--- config.mk ---
export PLATFORM = sky130hd
export DESIGN_NAME = btme_exec
export DESIGN_NICKNAME = d
export VERILOG_FILES = /design/src/btme_pkg.sv /design/src/btme_exec.sv
export VERILOG_INCLUDE_DIRS = /design/src
export SDC_FILE = /design/constraint.sdc
export NUM_CORES = 1
export LEC_CHECK = 0
export ABC_CLOCK_PERIOD_IN_PS = 3520
export BUFFER_PORTS_ARGS = -buffer_cell sky130_fd_sc_hd__buf_2
export CAP_MARGIN = 20
export CORE_AREA = 3 3 201 203
export CTS_BUF_LIST = sky130_fd_sc_hd__clkbuf_8 sky130_fd_sc_hd__clkbuf_16
export DETAILED_ROUTE_END_ITERATION = 12
export DIE_AREA = 0 0 204 206
export GPL_ROUTABILITY_DRIVEN = 0
export PLACE_DENSITY = 0.57
export SLEW_MARGIN = 10
export SYNTH_ARGS = -nofsm -noshare
export SYNTH_HDL_FRONTEND = slang
export SYNTH_SLANG_ARGS = --single-unit
--- constraint.sdc ---
create_clock -name i_sys_clk -period 3.52 [get_ports i_sys_clk]
set_input_delay 0.704 -clock i_sys_clk [delete_from_list [all_inputs] [get_ports i_sys_clk]]
set_output_delay 0.704 -clock i_sys_clk [all_outputs]
set_load 0.01 [all_outputs]
--- src/btme_defines.svh ---
// Purpose: Constants for the branch, timer and misc execution unit.
// Assumes: 10-bit instruction words, byte addressed APB map.
// Notes:   Opcodes are full 10-bit words unless named as a prefix.
`ifndef BTME_DEFINES_SVH
`define BTME_DEFINES_SVH
`define BTME_OP_IDLE   10'h000
`define BTME_OP_JMP    10'h111
`define BTME_OP_JC     10'h191
`define BTME_OP_JNC    10'h1B1
`define BTME_OP_JF     10'h1D1
`define BTME_OP_JNF    10'h1F1
`define BTME_OP_CALL   10'h0D2
`define BTME_OP_RET    10'h112
`define BTME_OP_RDT0   10'h3DF
`define BTME_OP_RDT1   10'h3FF
`define BTME_OP_WRT0   10'h09F
`define BTME_OP_WRT1   10'h0BF
`define BTME_OP_LDTI   10'h0DF
`define BTME_OP_LDTR   10'h0FF
`define BTME_OP_HALT   10'h051
`define BTME_OP_STTSI  10'h071
`define BTME_OP_CARRY_IF_ALL_ONES   10'h353
`define BTME_PF_STTSR  6'h06
`define BTME_PF_LDPAIR 6'h0E
`define BTME_A_INSN    12'h000
`define BTME_A_OPND    12'h004
`define BTME_A_EXEC    12'h008
`define BTME_A_PC      12'h00C
`define BTME_A_ACC     12'h010
`define BTME_A_TMR     12'h014
`define BTME_A_CFG     12'h018
`define BTME_A_STK     12'h01C
`define BTME_A_LOBANK  6'h01
`define BTME_A_HIBANK  6'h02
`define BTME_ALL_ONES  4'hF
`define BTME_DIV_FAST  5'h08
`define BTME_DIV_SLOW  5'h10
`endif

--- src/btme_pkg.sv ---
// Purpose: Types for the branch, timer and misc execution unit.
// Assumes: Constants live in btme_defines.svh.
// Notes:   Only the sequencer state needs a shared type.
package btme_pkg;
   typedef enum logic [0:0] {
      BTME_IDLE  = 1'b0,
      BTME_CALL2 = 1'b1
   } btme_state_e;
endpackage : btme_pkg

--- src/btme_exec.sv ---
// Purpose: Executes branch, call, timer, standby, status test, carry ops.
// Assumes: Table data returns combinationally for o_tbl_addr.
// Notes:   Software feeds words and starts each op over APB.
`timescale 1ns/1ps
`include "btme_defines.svh"
module btme_exec #(
   parameter int SP_W = 1
) (
   // Clock and reset.
   input  wire logic        i_sys_clk,
   input  wire logic        i_nrst,
   // APB slave.
   input  wire logic        i_psel,
   input  wire logic        i_penable,
   input  wire logic        i_pwrite,
   input  wire logic [11:0] i_paddr,
   input  wire logic [31:0] i_pwdata,
   output logic             o_pready,
   output logic [31:0]      o_prdata,
   output logic             o_pslverr,
   // Program table port.
   output logic [9:0]       o_tbl_addr,
   input  wire logic [9:0]  i_tbl_data,
   // Status inputs.
   input  wire logic        i_sense_input_zero,
   input  wire logic        i_sense_led_pin,
   input  wire logic [7:0]  i_key_bidir_lines,
   input  wire logic [3:0]  i_key_input_lines,
   // Core status outputs.
   output logic             o_int_reset,
   output logic             o_standby,
   output logic             o_timer_done
);
   btme_pkg::btme_state_e state_q, state_d;
   logic [9:0]  insn_q, opnd_q, pc_q, pc_d, asr_q, asr_d, tmr_q, tmr_d;
   logic [SP_W-1:0] sp_q, sp_d;
   logic [3:0]  acc_q, acc_d, rel_q, rel_d;
   logic        carry_q, carry_d, match_q, match_d;
   logic        stby_q, stby_d, bad_q, bad_d, irst_d;
   logic [1:0]  page_q;
   logic        div16_q, start_q;
   logic [3:0]  lo_bank_q [16];
   logic [3:0]  hi_bank_q [16];
   logic [9:0]  tcnt_q;
   logic [3:0]  pre_q;
   logic        trun_q, tdone_q;

   // APB decode; a write lands only at the access edge with pready high.
   wire wr_en  = i_psel & i_penable & i_pwrite & o_pready;
   wire setup  = i_psel & ~i_penable;
   wire is_lo  = i_paddr[11:6] == `BTME_A_LOBANK;
   wire is_hi  = i_paddr[11:6] == `BTME_A_HIBANK;
   wire [3:0] bidx = i_paddr[5:2];
   wire go     = start_q & (state_q == btme_pkg::BTME_IDLE);

   // Operand fields.
   wire [9:0] tgt  = {opnd_q[9], opnd_q[4], opnd_q[8:5], opnd_q[3:0]};
   wire [9:0] tval = {opnd_q[8:5], opnd_q[3:0], opnd_q[9], opnd_q[4]};
   wire [9:0] tbl_tval = {i_tbl_data[8:5], i_tbl_data[3:0],
                          i_tbl_data[9], i_tbl_data[4]};
   wire [3:0] ridx = insn_q[3:0];
   wire [3:0] stat = {tdone_q, (|i_key_bidir_lines) | (|i_key_input_lines),
                      i_sense_led_pin, i_sense_input_zero};
   wire [9:0] pc1  = pc_q + 10'h001;
   wire [9:0] pc2  = pc_q + 10'h002;
   wire       sp_full  = &sp_q;
   wire       sp_empty = ~|sp_q;
   wire       is_ldpair = insn_q[9:4] == `BTME_PF_LDPAIR;
   wire       pair_wr  = go & is_ldpair & (ridx != 4'h0);
   // Prescaler end count; the cast drops the unused top bit on purpose.
   wire [3:0] pre_top = div16_q ? 4'(`BTME_DIV_SLOW - 5'h01)
                                : 4'(`BTME_DIV_FAST - 5'h01);

   // Execution next state; the default holds every register but clears the internal reset pulse.
   always_comb begin
      state_d = state_q;
      pc_d    = pc_q;
      asr_d   = asr_q;
      sp_d    = sp_q;
      tmr_d   = tmr_q;
      acc_d   = acc_q;
      carry_d = carry_q;
      match_d = match_q;
      stby_d  = stby_q;
      rel_d   = rel_q;
      bad_d   = bad_q;
      irst_d  = 1'b0;
      if (state_q == btme_pkg::BTME_CALL2) begin
         pc_d    = tgt;
         state_d = btme_pkg::BTME_IDLE;
      end else if (go) begin
         pc_d  = pc1;
         bad_d = 1'b0;
         if (insn_q == `BTME_OP_IDLE) begin
            pc_d = pc1;
         end else if (insn_q == `BTME_OP_JMP) begin
            pc_d = tgt;
         end else if (insn_q == `BTME_OP_JC) begin
            pc_d = carry_q ? tgt : pc2;
         end else if (insn_q == `BTME_OP_JNC) begin
            pc_d = !carry_q ? tgt : pc2;
         end else if (insn_q == `BTME_OP_JF) begin
            pc_d = match_q ? tgt : pc2;
         end else if (insn_q == `BTME_OP_JNF) begin
            pc_d = !match_q ? tgt : pc2;
         end else if (insn_q == `BTME_OP_CALL) begin
            if (sp_full) begin
               irst_d = 1'b1;
            end else begin
               sp_d    = sp_q + SP_W'(1);
               asr_d   = pc2;
               state_d = btme_pkg::BTME_CALL2;
            end
         end else if (insn_q == `BTME_OP_RET) begin
            if (sp_empty) begin
               irst_d = 1'b1;
            end else begin
               pc_d = asr_q;
               sp_d = sp_q - SP_W'(1);
            end
         end else if (insn_q == `BTME_OP_RDT1) begin
            acc_d   = tmr_q[9:6];
            carry_d = 1'b0;
         end else if (insn_q == `BTME_OP_RDT0) begin
            acc_d   = tmr_q[5:2];
            carry_d = 1'b0;
         end else if (insn_q == `BTME_OP_WRT1) begin
            tmr_d = {acc_q, tmr_q[5:2], 1'b0, tmr_q[0]};
         end else if (insn_q == `BTME_OP_WRT0) begin
            tmr_d = {tmr_q[9:6], acc_q, tmr_q[1], 1'b0};
         end else if (insn_q == `BTME_OP_LDTI) begin
            tmr_d = tval;
            pc_d  = pc2;
         end else if (insn_q == `BTME_OP_LDTR) begin
            tmr_d = tbl_tval;
         end else if (insn_q == `BTME_OP_HALT) begin
            stby_d = 1'b1;
            rel_d  = opnd_q[3:0];
            pc_d   = pc2;
         end else if (insn_q == `BTME_OP_STTSI) begin
            match_d = |(stat & opnd_q[3:0]);
            pc_d    = pc2;
         end else if (insn_q[9:4] == `BTME_PF_STTSR) begin
            match_d = |(stat & lo_bank_q[ridx]);
         end else if (insn_q == `BTME_OP_CARRY_IF_ALL_ONES) begin
            carry_d = acc_q == `BTME_ALL_ONES;
         end else if (is_ldpair) begin
            pc_d = pc1;
         end else begin
            bad_d = 1'b1;
         end
      end
      // Software side writes lose to a running op in the same cycle.
      if (wr_en && !go && state_q == btme_pkg::BTME_IDLE) begin
         if (i_paddr == `BTME_A_PC) begin
            pc_d = i_pwdata[9:0];
         end else if (i_paddr == `BTME_A_ACC) begin
            acc_d   = i_pwdata[3:0];
            carry_d = i_pwdata[4];
            match_d = i_pwdata[5];
         end else if (i_paddr == `BTME_A_EXEC && i_pwdata[1]) begin
            stby_d = 1'b0;
         end
      end
      // Internal reset returns the core to its start point.
      if (irst_d) begin
         pc_d    = 10'h000;
         sp_d    = '0;
         carry_d = 1'b0;
         match_d = 1'b0;
         stby_d  = 1'b0;
         state_d = btme_pkg::BTME_IDLE;
      end
   end

   // Core state registers.
   always_ff @(posedge i_sys_clk or negedge i_nrst) begin
      if (!i_nrst) begin
         state_q <= btme_pkg::BTME_IDLE;
         pc_q    <= 10'h000;
         asr_q   <= 10'h000;
         sp_q    <= '0;
         tmr_q   <= 10'h000;
         acc_q   <= 4'h0;
         carry_q <= 1'b0;
         match_q <= 1'b0;
         stby_q  <= 1'b0;
         rel_q   <= 4'h0;
         bad_q   <= 1'b0;
         o_int_reset <= 1'b0;
      end else begin
         state_q <= state_d;
         pc_q    <= pc_d;
         asr_q   <= asr_d;
         sp_q    <= sp_d;
         tmr_q   <= tmr_d;
         acc_q   <= acc_d;
         carry_q <= carry_d;
         match_q <= match_d;
         stby_q  <= stby_d;
         rel_q   <= rel_d;
         bad_q   <= bad_d;
         o_int_reset <= irst_d;
      end
   end

   // Software owned words; start is refused while in standby.
   always_ff @(posedge i_sys_clk or negedge i_nrst) begin
      if (!i_nrst) begin
         insn_q  <= 10'h000;
         opnd_q  <= 10'h000;
         page_q  <= 2'h0;
         div16_q <= 1'b0;
         start_q <= 1'b0;
      end else begin
         start_q <= wr_en & (i_paddr == `BTME_A_EXEC) & i_pwdata[0]
                    & ~stby_q & (state_q == btme_pkg::BTME_IDLE)
                    & ~start_q;
         if (wr_en && i_paddr == `BTME_A_INSN) insn_q <= i_pwdata[9:0];
         if (wr_en && i_paddr == `BTME_A_OPND) opnd_q <= i_pwdata[9:0];
         if (wr_en && i_paddr == `BTME_A_CFG) begin
            page_q  <= i_pwdata[1:0];
            div16_q <= i_pwdata[2];
         end
      end
   end

   // Register pairs, one flop group per index; the op wins over APB.
   for (genvar n = 0; n < 16; n++) begin : g_bank
      always_ff @(posedge i_sys_clk or negedge i_nrst) begin
         if (!i_nrst) begin
            lo_bank_q[n] <= 4'h0;
            hi_bank_q[n] <= 4'h0;
         end else if (pair_wr && ridx == n) begin
            hi_bank_q[n] <= i_tbl_data[7:4];
            lo_bank_q[n] <= i_tbl_data[3:0];
         end else if (wr_en && is_lo && bidx == n) begin
            lo_bank_q[n] <= i_pwdata[3:0];
         end else if (wr_en && is_hi && bidx == n) begin
            hi_bank_q[n] <= i_pwdata[3:0];
         end
      end
   end

   // Timer: restarts on any load, expires after (value+1) prescaled ticks.
   wire tload = (tmr_d != tmr_q) | (go & (insn_q == `BTME_OP_LDTI
                | insn_q == `BTME_OP_LDTR | insn_q == `BTME_OP_WRT0
                | insn_q == `BTME_OP_WRT1));
   always_ff @(posedge i_sys_clk or negedge i_nrst) begin
      if (!i_nrst) begin
         tcnt_q  <= 10'h000;
         pre_q   <= 4'h0;
         trun_q  <= 1'b0;
         tdone_q <= 1'b0;
      end else if (tload) begin
         tcnt_q  <= tmr_d;
         pre_q   <= 4'h0;
         trun_q  <= 1'b1;
         tdone_q <= 1'b0;
      end else if (trun_q && pre_q == pre_top) begin
         pre_q <= 4'h0;
         if (tcnt_q == 10'h000) begin
            trun_q  <= 1'b0;
            tdone_q <= 1'b1;
         end else begin
            tcnt_q <= tcnt_q - 10'h001;
         end
      end else if (trun_q) begin
         pre_q <= pre_q + 4'h1;
      end
   end

   // Read mux; unmapped addresses answer with an error.
   logic [31:0] rdata_d;
   logic        rerr_d;
   always_comb begin
      rdata_d = 32'h0000_0000;
      rerr_d  = 1'b0;
      if (i_paddr == `BTME_A_INSN) begin
         rdata_d[9:0] = insn_q;
      end else if (i_paddr == `BTME_A_OPND) begin
         rdata_d[9:0] = opnd_q;
      end else if (i_paddr == `BTME_A_EXEC) begin
         rdata_d[6:0] = {bad_q, rel_q, stby_q,
                         start_q | (state_q != btme_pkg::BTME_IDLE)};
      end else if (i_paddr == `BTME_A_PC) begin
         rdata_d[9:0] = pc_q;
      end else if (i_paddr == `BTME_A_ACC) begin
         rdata_d[5:0] = {match_q, carry_q, acc_q};
      end else if (i_paddr == `BTME_A_TMR) begin
         rdata_d[21:0] = {trun_q, tdone_q, tcnt_q, tmr_q};
      end else if (i_paddr == `BTME_A_CFG) begin
         rdata_d[2:0] = {div16_q, page_q};
      end else if (i_paddr == `BTME_A_STK) begin
         rdata_d[9:0]         = asr_q;
         rdata_d[16+:SP_W]    = sp_q;
      end else if (is_lo && i_paddr[1:0] == 2'h0) begin
         rdata_d[3:0] = lo_bank_q[bidx];
      end else if (is_hi && i_paddr[1:0] == 2'h0) begin
         rdata_d[3:0] = hi_bank_q[bidx];
      end else begin
         rerr_d = 1'b1;
      end
   end

   // APB answer: one setup, one access with pready high.
   always_ff @(posedge i_sys_clk or negedge i_nrst) begin
      if (!i_nrst) begin
         o_pready  <= 1'b0;
         o_prdata  <= 32'h0000_0000;
         o_pslverr <= 1'b0;
      end else begin
         o_pready  <= setup;
         o_prdata  <= (setup & ~i_pwrite) ? rdata_d : 32'h0000_0000;
         o_pslverr <= setup & rerr_d;
      end
   end

   // Table address follows page select over pair 0.
   always_ff @(posedge i_sys_clk or negedge i_nrst) begin
      if (!i_nrst) begin
         o_tbl_addr   <= 10'h000;
         o_standby    <= 1'b0;
         o_timer_done <= 1'b0;
      end else begin
         o_tbl_addr   <= {page_q, hi_bank_q[0], lo_bank_q[0]};
         o_standby    <= stby_d;
         o_timer_done <= tdone_q;
      end
   end

   property p_jmp;
      @(posedge i_sys_clk) disable iff (!i_nrst)
      go && insn_q == `BTME_OP_JMP |=> pc_q == $past(tgt);
   endproperty
   a_jmp: assert property (p_jmp) else $error("jmp target");

   property p_jc;
      @(posedge i_sys_clk) disable iff (!i_nrst)
      go && insn_q == `BTME_OP_JC |=>
         pc_q == ($past(carry_q) ? $past(tgt) : $past(pc_q) + 10'h002);
   endproperty
   a_jc: assert property (p_jc) else $error("jc next pc");

   property p_jnf;
      @(posedge i_sys_clk) disable iff (!i_nrst)
      go && insn_q == `BTME_OP_JNF |=>
         pc_q == (!$past(match_q) ? $past(tgt) : $past(pc_q) + 10'h002);
   endproperty
   a_jnf: assert property (p_jnf) else $error("jnf next pc");

   property p_call;
      @(posedge i_sys_clk) disable iff (!i_nrst)
      go && insn_q == `BTME_OP_CALL && !sp_full |=>
         asr_q == $past(pc_q) + 10'h002 ##1
         pc_q == $past(tgt) && !o_int_reset;
   endproperty
   a_call: assert property (p_call) else $error("call sequence");

   property p_ovf;
      @(posedge i_sys_clk) disable iff (!i_nrst)
      go && insn_q == `BTME_OP_CALL && sp_full |=>
         o_int_reset && pc_q == 10'h000;
   endproperty
   a_ovf: assert property (p_ovf) else $error("no reset on overflow");

   property p_ret;
      @(posedge i_sys_clk) disable iff (!i_nrst)
      go && insn_q == `BTME_OP_RET |=> $past(sp_empty) ? o_int_reset
         : (pc_q == $past(asr_q) && sp_q == $past(sp_q) - SP_W'(1));
   endproperty
   a_ret: assert property (p_ret) else $error("ret result");

   property p_carry_if_all_ones;
      @(posedge i_sys_clk) disable iff (!i_nrst)
      go && insn_q == `BTME_OP_CARRY_IF_ALL_ONES |=>
         carry_q == ($past(acc_q) == `BTME_ALL_ONES) && $stable(acc_q);
   endproperty
   a_carry_if_all_ones: assert property (p_carry_if_all_ones) else $error("carry_if_all_ones carry");

   property p_idle;
      @(posedge i_sys_clk) disable iff (!i_nrst)
      go && insn_q == `BTME_OP_IDLE |=> pc_q == $past(pc_q) + 10'h001
         && $stable(carry_q) && $stable(match_q) && $stable(tmr_q);
   endproperty
   a_idle: assert property (p_idle) else $error("idle op changed state");

   property p_ldti;
      @(posedge i_sys_clk) disable iff (!i_nrst)
      go && insn_q == `BTME_OP_LDTI |=> tmr_q == $past(tval) ##1 trun_q;
   endproperty
   a_ldti: assert property (p_ldti) else $error("timer load");
endmodule : btme_exec

# Word level (Yosys, flattened, before mapping)
# Cells that the tools add are included.
totals:
  reg_bits: 248
  inputBits: 73
  output_inout_bits: 47
  elab_cells: 652
classes:
  n_addsub: 6
  n_lt_le_gt_ge: 2
  eq_ne: 84
  mux: 327
  n_bitwise: 45
  reduce_logical: 130
op_table:
  columns: ["cell", "count"]
  rows:
  - ["$mux 10", 54]
  - ["$mux 4", 115]
  - ["$mux 1", 142]
  - ["$reduce_bool 2->1", 35]
  - ["$eq 4x4->1 const B", 17]
  - ["$eq 10x9->1 const B", 6]
  - ["$logic_and 1x1->1", 59]
  - ["$eq 10x8->1 const B", 5]
  - ["$bmux 4 s4", 3]
  - ["$eq 12x5->1 const B", 4]
  - ["$ne 2x2->1 const B", 23]
  - ["$reduce_and 2->1", 19]
  - ["$mux 12", 3]
  - ["$eq 4x3->1 const B", 8]
  - ["$eq 10x10->1 const B", 3]
  - ["$eq 12x4->1 const B", 2]
  - ["$mux 22", 1]
  - ["$eq 10x7->1 const B", 2]
  - ["$logic_not 10->1", 2]
  - ["$not 1->1", 20]
  - ["$mux 6", 3]
  - ["$reduce_and 17->1", 1]
  - ["$eq 4x2->1 const B", 4]
  - ["$mux 16", 1]
  - ["other kinds (34)", 62]

# Logic depth before layout (Yosys ltp)
depth:
  word_depth: 29
  ltp_mapped: 10
  depth_no_buf: 8

# Worst setup path after synthesis
# Ideal clock, no wire load.
synth_path:
  path_kind: "input -> register"
  from: "input i_paddr[2]"
  to: "register o_prdata[3]"
  setup_time_ps: 132
  arrival_time_ps: 2670
  required_time_ps: 3388
  setup_slack_ps: 718
  path_stages: 8
  cell_sequence: "buf_2 buf_2 mux4_2 mux4_2 nand4_1 o2111ai_1 a222oi_1 nor2_1"
synth_via:
  elab_chain_cells: 27
  word_cells_on_any_way: 38
synth_rtl:
  columns: ["item", "line_no", "rtl"]
  rows:
  - ["from (decl)", "btme_exec.sv:16", "input wire logic [11:0] i_paddr,"]
  - ["$not 4->5 (not written as such)", "btme_exec.sv:298, btme_exec.sv:300", null]
  - ["$bmux 4 s4", "btme_exec.sv:300", "rdata_d[3:0] = hi_bank_q[bidx];"]
  - ["$mux 4 (not written as such) (2 in a row)", "btme_exec.sv:300", null]
  - ["$mux 4", "btme_exec.sv:299", "end else if (is_hi && i_paddr[1:0] == 2'h0) begin"]
  - ["$mux 4", "btme_exec.sv:297", "end else if (is_lo && i_paddr[1:0] == 2'h0) begin"]
  - ["$mux 4", "btme_exec.sv:294", "end else if (i_paddr == `BTME_A_STK) begin"]
  - ["$mux 4", "btme_exec.sv:292", "end else if (i_paddr == `BTME_A_CFG) begin"]
  - ["$mux 4", "btme_exec.sv:290", "end else if (i_paddr == `BTME_A_TMR) begin"]
  - ["[10 not listed]", null, null]
  - ["$mux 10", "btme_exec.sv:281", "end else if (i_paddr == `BTME_A_OPND) begin"]
  - ["$mux 10", "btme_exec.sv:279", "if (i_paddr == `BTME_A_INSN) begin"]
  - ["$mux 6", "btme_exec.sv:288", "end else if (i_paddr == `BTME_A_ACC) begin"]
  - ["$mux 10", "btme_exec.sv:286", "end else if (i_paddr == `BTME_A_PC) begin"]
  - ["$mux 7", "btme_exec.sv:283", "end else if (i_paddr == `BTME_A_EXEC) begin"]
  - ["$mux 10", "btme_exec.sv:281", null]
  - ["$mux 10 (*)", "btme_exec.sv:279", null]
  - ["$mux 22 (*)", "btme_exec.sv:314", "o_prdata <= (setup & ~i_pwrite) ? rdata_d : 32'h0000_0000;"]
  - ["to (signal assigned)", "btme_exec.sv:314", null]
  - ["to (decl)", "btme_exec.sv:19", "output logic [31:0] o_prdata,"]
# Every way passes the cells marked *; elsewhere a longest branch is shown, timed or not. The select of a mux whose other input is x is not followed.
# A chain may end at the register's enable or synchronous reset.

# Final worst setup path
layout_path:
  from: "register insn_q[6]"
  to: "register rel_q[3]"
layout_via:
  elab_chain_cells: 3
  word_cells_on_any_way: 30
layout_rtl:
  columns: ["item", "line_no", "rtl"]
  rows:
  - ["from (decl)", "btme_exec.sv:35", "logic [9:0] insn_q, opnd_q, pc_q, pc_d, asr_q, asr_d, tmr_q, tmr_d;"]
  - ["from (signal assigned)", "btme_exec.sv:219", "if (wr_en && i_paddr == `BTME_A_INSN) insn_q <= i_pwdata[9:0];"]
  - ["$eq 10x8->1 (no line), or another cell as far along", null, null]
  - ["$not 1->1 (no line)", null, null]
  - ["$reduce_and 17->1 (no line) (*)", null, null]
  - ["to (signal assigned)", "btme_exec.sv:201", "rel_q <= rel_d;"]
  - ["to (decl)", "btme_exec.sv:37", "logic [3:0] acc_q, acc_d, rel_q, rel_d;"]
# Every way passes the cells marked *; elsewhere a longest branch is shown, timed or not.

==> metrics.md <==
| Metric | Value |
|---|---|
| Global Route Usage Sum | 25.3% |
| Clock latency on the worst-skew pair | 580 ps |
| Post-route DRC | 0 |
| Status | finished, final reports clean |
| CP startpoint kind | flip-flop |
| Reg clk slew, reported paths | 70 ps |
| Ys async rst share | 100% |
| Sink Count | 248 |
| Share of cells above drive strength 1 | around a fifth |
| Tmin final | 2930 ps |
| Die height | 206 um |
| Worst rel slew slack | 31.3% |
| Crit path capture type | flip-flop |
| Clk_skew | between 20 and 25 ps |
| Synthesized flop and latch total | about 250 |
| Hold WC Path Type | in2async |
| First-pass GRT wire length | 81200 um |
| Gr ovfl total | 0 |
| Max-cap viol count | 0 |
| Die area | ~42000 um2 |
| Antenna cells | 0 |
| # H-tree levels | 1 |
| Worst endpoint required time | 3990 ps |
| Input/output buffers | 87 |
| Critical Path Sink | rel_q[3] |
| Syn-to-layout area delta | 13.6% |
| Worst slew pin tran | 1030 ps |
| Vias per cell | 6.09 |
| Synth cell types | 86 |
| Antenna violations before repair | 0 |
| Initial Util | 40.0% |
| Hold slack final | 102 ps |
| Instance count of the mapped netlist | 1604 |
| Vias in the first global route | about 13000 |
| Final critical-path share of the clock period | 83.1% |
| Seq/Total Area, Yosys | between 40% and 50% |
| Mapped Avg Cell Area | 9.64 um2 |
| FF-to-FF setup slack | 590 ps |
| Fin. Hold Viols | 0 |
| Pin count of the biggest net entering global routing | 70 |
| Slew Limit Fails | 0 |
| Worst-case clock buffer depth | 3 |
| Clock buffer count from CTS | 29 |
| I/O Pins | 120 |
| EDFF count, synth | 0 |
| R2R depth | 6 |
| Row count | 72 |
| Commonest non-fill, non-tap cells in the layout | 248 x dfrtp_1, 217 x nand2_1, 167 x o21ai_0 |
| Vias | 13397 |
| Core region area | approximately 39000 um2 |
| Setup bufs post-CTS | 0 |
| Placed instance count | 2147 |
| Critical Path AT | 3390 ps |
| WS Path Type | reg2reg |
| Final setup TNS | 0 ps |
| Worst vdd ir | around 0.35 mV |
| Hold buffer count at cts | 0 |
| Worst r2r src | insn_q[6] |
| Top_reg_cell synth | dfrtp_1 |
| Post-Syn Area | ~15000 um2 |
| PD cells | 368 nW/um2 |
| Yosys warns | 0 |
| Initial DRC count | 1467 |
| Pre-antenna DRT Iters | 6 |
| Most common cell after layout, fill and taps aside | dfrtp_1 |
| Final Instance Count excl. Fillers | 2199 |
| Post-CTS Resized | 0 |
| FMAX | roughly 340 MHz |
| CP max FO | 9 |
| CTS Root Cell | clkbuf_16 |
| Post-layout nets | around 1700 |
| RSZ-0062 raised after global routing | false |
| WL/cell | 24.5 um |
| Post-Route WL | 53900 um |
| Lkg Pwr | 7.75 nW |
| Post-route ant nets | 0 |
| Worst reg2reg endpoint | rel_q[3] |
| Final Setup Violations | 0 |
| Chip Width | just over 200 um |
| DP HPWL | 38300 um |
| CTS tree | built |
| Worst Setup SP | insn_q[6] |
==> power breakdown <==
group	leakage (nW)	switching, mW	internal (mW)	total (mW)
Combinational	3.86	0.241	0.0807	0.321
Clock	0.513	1.29	2.00	3.30
Sequential	3.38	0.00234	2.85	2.86
Total	7.75	1.54	4.94	6.47
==> cell type report <==
type                       count  area (um2)
fill                        3677       21100
multi-input combinational   1198        8550
sequential                   248        6210
timing repair buffer         160        1050
clock buffer                  32         767
tap                          518         648
clock inverter                20         265
inverter                      23        86.3
==> layer usage <==
layer	global-route usage, %	vias to the layer above	routed length [um]
li1	-	5975	-
met1	33.9	6592	22300
met5	0	-	0
met2	40.8	672	24900
met4	10.2	0	2600
met3	4.46	158	4170
==> critical path: stages (launching register included) <==
cell	delay, ps
dfrtp_1	420
or4b_1	620
or3_1	600
nand2b_4	200
or2_1	240
or3_1	390
mux2_1	360
==> sequential cells by signal, indices dropped and copies added (netlist names), 2 cells and up <==
register and cells:
acc_q 4, asr_q 10, hi_bank_q 64, insn_q 10, lo_bank_q 64, o_prdata 22, o_tbl_addr 10, opnd_q 10
page_q 2, pc_q 10, pre_q 4, rel_q 4, tcnt_q 10, tmr_q 10
==> worst min-delay path by stage <==
| stage | depth (start not counted) | start | endpoint |
|---|---|---|---|
| after CTS | 1 | i_nrst | pc_q[8] |
| after global routing | 1 | i_nrst | pc_q[8] |
| final | 1 | i_nrst | pc_q[8] |
| after floorplan | 0 | hi_bank_q[60] | o_tbl_addr[4] |
| after global placement | 0 | hi_bank_q[61] | o_tbl_addr[5] |
| after detailed placement | 0 | hi_bank_q[61] | o_tbl_addr[5] |
==> through the flow <==
step | power [mW] | utilization [%] | worst slack [ps] | cell area, um2
after floorplan | 3.06 | - | 718 | 15500
after global placement | 3.23 | 42.8 | 299 | 16500
after detailed placement | 3.23 | 42.8 | 278 | 16500
after CTS | 6.53 | 45.5 | 665 | 17600
after global routing | 6.66 | 45.5 | 531 | 17600
final | 6.47 | 45.5 | 593 | 17600
==> synth_stat cells (16+ instances only) <==
cell | number | area [um2]
a21oi_1 | 53 | 265
buf_2 | 41 | 205
mux4_2 | 53 | 1190
mux2_2 | 44 | 495
nor3_1 | 34 | 170
mux2i_1 | 155 | 1550
o22ai_1 | 19 | 119
nor4_1 | 16 | 100
nand4_1 | 19 | 119
inv_1 | 23 | 86.3
dfrtp_1 | 248 | 6210
o21ai_0 | 167 | 836
a22oi_1 | 17 | 128
clkbuf_1 | 78 | 293
nand2_1 | 217 | 815
nand3_1 | 41 | 205
nand2b_1 | 18 | 113
nor2_1 | 93 | 349
xnor2_1 | 20 | 175
==> kinds of logic after synthesis <==
logic type	Yosys count	share of synthesized area [%]
AO/OA/AOI/OAI	370	14.9
XOR/XNOR	27	1.53
adder cells (fa/ha/maj)	4	0.324
buffers and inverters	167	4.85
flip-flops	248	40.1
multiplexers	257	21.4
other	1	0.0242
AND/OR/NAND/NOR	530	16.8
No activity file was read; power rests on OpenSTA's default activity.
